$ cat src/core/mpu_region_consts.svh
// offsets, field positions and reset values of the region programming block
`ifndef MPU_REGION_CONSTS_SVH
`define MPU_REGION_CONSTS_SVH

`define OFS_REGION_NUMBER 8'h00
`define OFS_REGION_BASE 8'h04
`define OFS_REGION_ATTR 8'h08
`define OFS_REGION_BASE_A1 8'h0C
`define OFS_REGION_ATTR_A1 8'h10
`define OFS_REGION_STATUS 8'h14

`define BASE_VALID_BIT 4
`define BASE_REGION_LSB 0
`define BASE_ADDR_LSB 5

`define ATTR_ENABLE_BIT 0
`define ATTR_SIZE_LSB 1
`define ATTR_SRD_LSB 8
`define ATTR_B_BIT 16
`define ATTR_C_BIT 17
`define ATTR_S_BIT 18
`define ATTR_TEX_LSB 19
`define ATTR_AP_LSB 24
`define ATTR_XN_BIT 28

`define SIZE_MIN 5'h04
`define SIZE_FULL 5'h1F
`define SIZE_NO_SUBREGION 5'h06
`define ATTR_RESET 32'h0000_0000
`define BASE_RESET 27'h000_0000
`define REGION_NUMBER_RESET 3'h0

`endif

$ cat src/core/mpu_region_pkg.sv
// types of the region programming block
package mpu_region_pkg;
  typedef struct packed {
    logic [7:0] addr;
    logic [31:0] wdata;
    logic wr;
    logic rd;
  } reg_req_t;

  typedef struct packed {
    logic xn;
    logic [2:0] ap;
    logic [2:0] type_extension;
    logic s;
    logic c;
    logic b;
    logic [7:0] subregion_disable_mask;
    logic [4:0] size;
    logic enable;
  } region_attr_t;

  typedef struct packed {
    logic [31:0] base;
    logic [31:0] limit_mask;
    logic [7:0] sub_on;
    logic xn;
    logic [2:0] ap;
    logic [2:0] type_extension;
    logic s;
    logic c;
    logic b;
    logic active;
  } region_view_t;

  typedef enum logic [1:0] {
    WR_IDLE,
    WR_BASE,
    WR_ATTR
  } wr_kind_t;
endpackage : mpu_region_pkg

$ cat src/core/mpu_region_config_regs.sv
// region programming registers of the memory protection unit
`timescale 1ns/1ps
`include "mpu_region_consts.svh"
module mpu_region_config_regs #(
  parameter int REGIONS = 8
) (
  // clock and reset
  input wire logic core_clk,
  input wire logic rst_n,
  // register port
  input wire mpu_region_pkg::reg_req_t req,
  input wire logic [1:0] hw_sel,
  output logic [31:0] rdata,
  // lookup of the current region
  output mpu_region_pkg::region_view_t cur_view,
  output logic [2:0] cur_region,
  output logic [REGIONS-1:0] region_on
);
  import mpu_region_pkg::*;

  typedef struct packed {
    logic [2:0] rnr;
    logic [REGIONS-1:0][26:0] base;
    region_attr_t [REGIONS-1:0] attr;
    logic [31:0] rdata;
    region_view_t view;
    logic [REGIONS-1:0] on;
    wr_kind_t last_wr;
  } state_t;

  state_t st_r;
  state_t st_nxt;
  region_view_t dec_view;

  function automatic logic [31:0] pack_attr(input region_attr_t a);
    logic [31:0] w;
    w = 32'h0000_0000;
    w[`ATTR_XN_BIT] = a.xn;
    w[`ATTR_AP_LSB +: 3] = a.ap;
    w[`ATTR_TEX_LSB +: 3] = a.type_extension;
    w[`ATTR_S_BIT] = a.s;
    w[`ATTR_C_BIT] = a.c;
    w[`ATTR_B_BIT] = a.b;
    w[`ATTR_SRD_LSB +: 8] = a.subregion_disable_mask;
    w[`ATTR_SIZE_LSB +: 5] = a.size;
    w[`ATTR_ENABLE_BIT] = a.enable;
    return w;
  endfunction : pack_attr

  function automatic region_attr_t unpack_attr(input logic [31:0] w);
    region_attr_t a;
    a.xn = w[`ATTR_XN_BIT];
    a.ap = w[`ATTR_AP_LSB +: 3];
    a.type_extension = w[`ATTR_TEX_LSB +: 3];
    a.s = w[`ATTR_S_BIT];
    a.c = w[`ATTR_C_BIT];
    a.b = w[`ATTR_B_BIT];
    a.subregion_disable_mask = w[`ATTR_SRD_LSB +: 8];
    a.size = w[`ATTR_SIZE_LSB +: 5];
    a.enable = w[`ATTR_ENABLE_BIT];
    return a;
  endfunction : unpack_attr

  function automatic logic is_base(input logic [7:0] a);
    // alias decodes as the base register
    return (a == `OFS_REGION_BASE) || (a == `OFS_REGION_BASE_A1);
  endfunction : is_base

  function automatic logic is_attr(input logic [7:0] a);
    return (a == `OFS_REGION_ATTR) || (a == `OFS_REGION_ATTR_A1);
  endfunction : is_attr

  function automatic logic [31:0] read_base(input logic [26:0] b,
                                            input logic [2:0] n,
                                            input logic [4:0] size);
    logic [31:0] w;
    logic [31:0] m;
    // only bits 31 to N are kept
    m = 32'hFFFF_FFFF >> (5'h1F - size);
    w = {b, 5'h00} & ~m;
    // no address field at full size
    if (size == `SIZE_FULL) begin
      w = 32'h0000_0000;
    end
    // region field in bits 3 to 0
    w[`BASE_REGION_LSB +: 4] = {1'b0, n};
    w[`BASE_VALID_BIT] = 1'b0;
    return w;
  endfunction : read_base

  region_decode u_decode (
    .base_bits(st_r.base[st_r.rnr]),
    .attr(st_r.attr[st_r.rnr]),
    .view(dec_view)
  );

  always_comb begin
    logic [2:0] tgt;
    logic [31:0] cur;
    logic [31:0] merged;
    tgt = 3'h0;
    cur = 32'h0000_0000;
    merged = 32'h0000_0000;
    st_nxt = st_r;
    st_nxt.rdata = 32'h0000_0000;
    st_nxt.last_wr = WR_IDLE;

    if (req.wr && is_base(req.addr)) begin
      tgt = st_r.rnr;
      // valid high selects the written region
      if (req.wdata[`BASE_VALID_BIT]) begin
        tgt = req.wdata[`BASE_REGION_LSB +: 3];
        st_nxt.rnr = tgt;
      end
      // base stored for the chosen region
      st_nxt.base[tgt] = req.wdata[31:`BASE_ADDR_LSB];
      st_nxt.last_wr = WR_BASE;
    end else if (req.wr && is_attr(req.addr)) begin
      cur = pack_attr(st_r.attr[st_r.rnr]);
      merged = cur;
      if (hw_sel[0]) begin
        merged[15:0] = req.wdata[15:0];
      end
      if (hw_sel[1]) begin
        merged[31:16] = req.wdata[31:16];
      end
      st_nxt.attr[st_r.rnr] = unpack_attr(merged);
      st_nxt.last_wr = WR_ATTR;
    end else if (req.wr && req.addr == `OFS_REGION_NUMBER) begin
      st_nxt.rnr = req.wdata[2:0];
    end

    if (req.rd) begin
      if (is_base(req.addr)) begin
        st_nxt.rdata = read_base(st_r.base[st_r.rnr], st_r.rnr,
                                 st_r.attr[st_r.rnr].size);
      end else if (is_attr(req.addr)) begin
        st_nxt.rdata = pack_attr(st_r.attr[st_r.rnr]);
      end else if (req.addr == `OFS_REGION_NUMBER) begin
        st_nxt.rdata = {29'h0000_0000, st_r.rnr};
      end else if (req.addr == `OFS_REGION_STATUS) begin
        // status shows which regions are live
        st_nxt.rdata = {{(32 - REGIONS){1'b0}}, st_r.on};
      end
    end

    // decoded view lags a write by one cycle
    st_nxt.view = dec_view;
    for (int i = 0; i < REGIONS; i++) begin
      st_nxt.on[i] = st_r.attr[i].enable &&
                     (st_r.attr[i].size >= `SIZE_MIN);
    end
  end

  always_ff @(posedge core_clk or negedge rst_n) begin
    if (!rst_n) begin
      st_r.rnr <= `REGION_NUMBER_RESET;
      for (int i = 0; i < REGIONS; i++) begin
        st_r.base[i] <= `BASE_RESET;
        st_r.attr[i] <= unpack_attr(`ATTR_RESET);
      end
      st_r.rdata <= 32'h0000_0000;
      st_r.view <= '0;
      st_r.on <= '0;
      st_r.last_wr <= WR_IDLE;
    end else begin
      st_r <= st_nxt;
    end
  end

  assign rdata = st_r.rdata;
  assign cur_view = st_r.view;
  assign cur_region = st_r.rnr;
  assign region_on = st_r.on;
endmodule : mpu_region_config_regs

$ cat src/core/region_decode.sv
// effective base, address mask and subregion enables of one region
`timescale 1ns/1ps
`include "mpu_region_consts.svh"
module region_decode (
  // stored settings
  input wire logic [26:0] base_bits,
  input wire mpu_region_pkg::region_attr_t attr,
  // decoded view
  output mpu_region_pkg::region_view_t view
);
  import mpu_region_pkg::*;

  logic [31:0] mask;
  logic full;

  always_comb begin
    // size is two to the size plus one
    mask = 32'hFFFF_FFFF >> (5'h1F - attr.size);
    // top code is the whole map
    full = (attr.size == `SIZE_FULL);
    view.base = full ? 32'h0000_0000 :
                ({base_bits, 5'h00} & ~mask);
    view.limit_mask = mask;
    view.sub_on = (attr.size < `SIZE_NO_SUBREGION + 5'h01) ? 8'hFF :
                  ~attr.subregion_disable_mask;
    view.xn = attr.xn;
    view.ap = attr.ap;
    view.type_extension = attr.type_extension;
    view.s = attr.s;
    view.c = attr.c;
    view.b = attr.b;
    // sizes under the minimum never activate
    view.active = attr.enable && (attr.size >= `SIZE_MIN);
  end
endmodule : region_decode

$ cat config.mk
export PLATFORM = sky130hd
export DESIGN_NAME = mpu_region_config_regs
export DESIGN_NICKNAME = d
export VERILOG_FILES = /design/src/core/mpu_region_pkg.sv /design/src/core/mpu_region_config_regs.sv /design/src/core/region_decode.sv
export VERILOG_INCLUDE_DIRS = /design/src /design/src/core
export SDC_FILE = /design/constraint.sdc
export NUM_CORES = 1
export LEC_CHECK = 0
export BUFFER_PORTS_ARGS = -buffer_cell sky130_fd_sc_hd__buf_2
export CORE_MARGIN = 1.5
export CORE_UTILIZATION = 45
export CTS_CLUSTER_SIZE = 16
export DETAILED_ROUTE_END_ITERATION = 10
export PLACE_DENSITY_LB_ADDON = 0.12
export SLEW_MARGIN = 20
export SYNTH_ARGS = -nofsm -noshare
export SYNTH_HDL_FRONTEND = slang
export SYNTH_SLANG_ARGS = --single-unit
$ cat constraint.sdc
create_clock -name core_clk -period 3 [get_ports core_clk]
set_input_delay 0 -clock core_clk [delete_from_list [all_inputs] [get_ports core_clk]]
set_output_delay 0 -clock core_clk [all_outputs]
set_load 0.1 [all_outputs]
* After elaboration in Yosys (flattened, before gate mapping)
Index checks and enable logic that the tools add are counted. Widths: inputs -> output; s select.
Operators by class: add/subtract/negate cells 1, order comparisons 14, equal/unequal tests 7, shift operators 1, muxes and demuxes 28, bitwise operators 4, reductions and logical operators 20
Operator list (number):
- $bwmux 216 | 1
- $bwmux 192 | 1
- $mux 32 | 3
- $bmux 27 s3 | 1
- $demux 27 s3 | 1
- $bmux 24 s3 | 1
- $demux 24 s3 | 1
- $mux 27 | 2
- $mux 16 | 3
- $mux 24 | 2
- $ge 5x3->1 const B | 9
- $mux 13 | 3
- $and 32x32->32 | 1
- $not 32->32 | 1
- $shr 32x5->32 const A | 1
- $mux 29 | 1
- $mux 8 | 3
- $eq 8x4->1 const B | 2
- $eq 8x5->1 const B | 2
- $mux 3 | 5
- $logic_and 1x1->1 | 14
- $eq 8x3->1 const B | 1
- $logic_not 8->1 | 1
- $lt 3x4->1 const B | 2
- 10 further kinds | 13
Word-level totals: register bits after elaboration 534, input port bits 46, output and inout port bits 126, logic and storage cells 168

* Longest topological paths before layout
depth in word-level cells 9, gate-level depth with buffers 11, gate-level depth less buffers 8

* Hierarchy
From an unflattened synthesis, not the netlist that was laid out.
Second synthesis, totals: cell total of the unflattened synthesis 1856, area, all modules 24418.4 µm²
By module, submodules not included:
- mpu_region_config_regs | times used 1, cells each 1738, area each 23696.5 µm², sequential area each 13362.8 µm²
- region_decode | times used 1, cells each 118, area each 721.9 µm², sequential area each 0.0 µm²

* Worst setup path after synthesis
Ideal clock, no wire load.
path kind reg2reg, start point register st_r, in the netlist cur_region[0], end point register st_r[316] (netlist name), library setup time 0.127 ns, arrival 2.024 ns, path slack 0.848 ns, cell stages (with the launch flop) 9, buffers on the path 3, cell sequence dfrtp_1 -> buf_4 -> buf_6 -> buf_6 -> mux4_2 -> nand2_1 -> nand2_1 -> mux2_2 -> mux2_1
RTL lines:
- from (decl) | RTL line mpu_region_config_regs.sv:31 | state_t st_r;
- from (signal assigned) | RTL line mpu_region_config_regs.sv:167 | st_r <= st_nxt;

* Worst setup path after layout
start point register st_r, in the netlist cur_region[0], end point register st_r[155] (netlist name)
On the way: longest elaborated chain between the ends 6, elaborated cells between the ends (all ways) 11, classes of those cells order compare (2); mux (8); reduce/logical (1)
RTL lines:
- $bmux 24 s3 | RTL line mpu_region_config_regs.sv:119 | cur = pack_attr(st_r.attr[st_r.rnr]);
- $mux 24 (not written as such) | RTL line mpu_region_config_regs.sv:119
- $mux 16 | RTL line mpu_region_config_regs.sv:121 | if (hw_sel[0]) begin
- $mux 16 | RTL line mpu_region_config_regs.sv:118 | end else if (req.wr && is_attr(req.addr)) begin
- $mux 16 | RTL line mpu_region_config_regs.sv:108 | if (req.wr && is_base(req.addr)) begin
- $bwmux 192 (*) | RTL line mpu_region_config_regs.sv:127 | st_nxt.attr[st_r.rnr] = unpack_attr(merged);
Every way passes the cells marked *; elsewhere a longest branch is shown, timed or not. The select of a mux whose other input is x is not followed. A chain may end at the register's enable or synchronous reset.

==> out/metrics.cfg <==
[detailed_routing]
dr_total_vias = 15228
drc = 0
first_iter_violations = 1075
routedWlPerCell_um = 24.56
dr.pass1.iters = 5
totalWireLength_um = 67210
via_per_inst = 5.566
ant_nets = 0

[clock_network]
clockRootBuffer = clkbuf_16
post_cts_buffers = 0
htreeDepth = 2
clock_sinks = 529
clkSlewWorstSetupHoldPaths_ns = 0.06
clock_latency_ns = 0.61
cts_made_buffers = 56
cts_tree = yes
clk_path_buf_depth = 3

[global_route]
grt_remaining_overflow = 0
antenna_found_initial = 2
grt_pass1_vias = 15716
grt.total_usage_pct = 25.47
grt_pass1_wl_um = 101800
grt_max_degree = 97

[floorplanning]
die_area_um2 = 54010
placeableCoreArea_um2 = 51610
rows = 83
initial_core_util_pct = 45.88
num_io_pins = 172
die_w_um = 232.4
die_height_um = 232.4

[logic_synthesis]
yosysTopAreaCellShare_pct = 55.90
yosys-top-cells-area = dfrtp_1 (56%), mux2_2 (16%), mux4_2 (4.8%)
ys_ff_latch = 529
yosysWarnings = 0
yosysSeqAreaShare_pct = 55.90
netlist_top_cells_count = dfrtp_1 (529), mux2_2 (330), nand2_1 (273), buf_4 (144), o21ai_0 (87)
async_reset_ff_share_pct = 100.0
avgSynthCellArea_um2 = 12.69
synth_top_area_cell = dfrtp_1
synth_ff_type = dfrtp_1
syn-cell-area_um2 = 23680
synth_cell_type_count = 67
netlist_instances = 1866
yosysMostFrequentCell = dfrtp_1
synth-edff-count = 0

[layout]
finalInstanceArea_um2 = 27180
drive_above_1_share_pct = 37.34
ff_latch_area_um2 = 13250
multiInputGateArea_um2 = 8862
final_core_util_pct = 52.67
nets = 2055
final_cells = 2736
fillers = 4451
areaGrowthSynthToFinish_pct = 14.79

[min_path]
holdPathEnd = rdata[0]
min_path_cells = 6
hp-class = primary input to flop
hold_start = req[41]

[placement]
dp_hpwl_um = 45340
dp_cells = 2591
place.gp.congestion = 0.9201
placed_area_um2 = 24880
numPortBuffers = 166

[power]
power_density_nw_per_um2 = 612.7
leakagePower_nw = 13.49
power.total_mw = 16.66
peakVddDrop_mv = 0.4173

[worst_setup_path]
r2r-start = cur_region[0]
arrival_ns = 3.29
endpoint_kind = flop
rrSetupSlack_ns = 0.17
r2r_cells = 7
r2r_end = st_r[155]
worstPathRequired_ns = 3.47
criticalPathCategory = flop to flop
crit_path_start_kind = flop
critPathMaxFanout = 59

[timing]
finalSetupViolCount = 0
timing.slew.headroom_pct = 43.00
rsz0062_at_grt = false
hold_viol = 0
post-route-period-util_pct = 94.23
clock-skew-final_ns = 0.01845
fin_crit_ns = 2.827
fmax_ghz = 0.3537
setup-tns-final_ns = 0
maxSlewViolCount = 0
tightest_slew_ns = 0.8461

[run]
drv_cap = 0

[status]
status = completed

## layer usage
metal	up-vias	GRT usage, %	share of wire, %
li1	6732	-	-
met1	7954	36.79	46
met3	92	4.436	5.8
met4	4	6.311	2.0
met5	-	0	0.046
met2	446	39.93	46
## worst max-delay path by stage
| stage | depth (start not counted) | to | startpoint |
|---|---|---|---|
| 2_1_floorplan | 8 | st_r[316] | cur_region[0] |
| 4_1_cts | 7 | st_r[155] | cur_region[0] |
| 3_3_place_gp | 7 | st_r[227] | cur_region[0] |
| 5_1_grt | 7 | st_r[247] | cur_region[0] |
| 6_report | 7 | st_r[155] | cur_region[0] |
| 3_5_place_dp | 7 | st_r[155] | cur_region[0] |
## repair_timing
action                                 in CTS  in global routing
resized for setup                           0                  2
endpoints found under the hold margin     380                  0
setup endpoints to repair                   0                  9
hold buffers                               40                  0
## logic make-up after synthesis
logic type             count (synthesis)  synth area share [%]
multiplexers                         437                 22.99
AND/OR/NAND/NOR                      405                 7.328
other                                  2               0.03171
AO/OA/AOI/OAI                        244                 6.826
buffers and inverters                248                 6.894
XOR/XNOR                               1               0.03699
flip-flops                           529                 55.90
## report_power, final
part | switching [mW] | internal [mW] | total [mW]
combinational | 1.64 | 0.528 | 2.17
sequential | 0.0966 | 7.29 | 7.39
clock | 2.86 | 4.24 | 7.10
## cell type report
type                    count  share of cell area, %
clock inverters            17                 0.8377
repair buffers            311                  8.303
flip-flops and latches    529                  48.74
clock buffers              86                  6.126
multi-input cells        1093                  32.60
well taps                 680                  3.130
inverters                  18                 0.2485
diodes                      2                0.01841
## metrics by stage
step	hold WS (ns)	worst slack [ns]
floorplan	-0.2956	0.8484
global placement	0.1315	0.1726
detailed placement	0.1343	0.1625
CTS	0.02493	0.1430
global route	0.04800	0.005896
finish	0.05063	0.1730
## flip-flops by register name (all words and copies together) (netlist names)
| name | cells |
|---|---|
| rdata | 32 |
| cur_view | 78 |
| st_r | 408 |
| cur_region | 3 |
| region_on | 8 |
## layout by cell type (no fill, tap or decap), drive strengths merged, types with 40 or more instances in the layout
| cell | instances |
|---|---|
| buf | 271 |
| mux2i | 51 |
| nor2 | 66 |
| clkbuf | 86 |
| o21ai | 90 |
| dfrtp | 529 |
| mux2 | 335 |
| dlygate4sd3 | 40 |
| nand2 | 274 |
| mux4 | 51 |
## worst max-delay path, cell delays in order, from the launching register on
cell     delay, ns
dfrtp_4       0.58
buf_16        0.35
mux2_2        0.38
a221o_1       0.29
a22oi_1       0.35
inv_1         0.20
mux2i_4       0.33
o21ai_0       0.16
(Power assumes the default switching activity.)
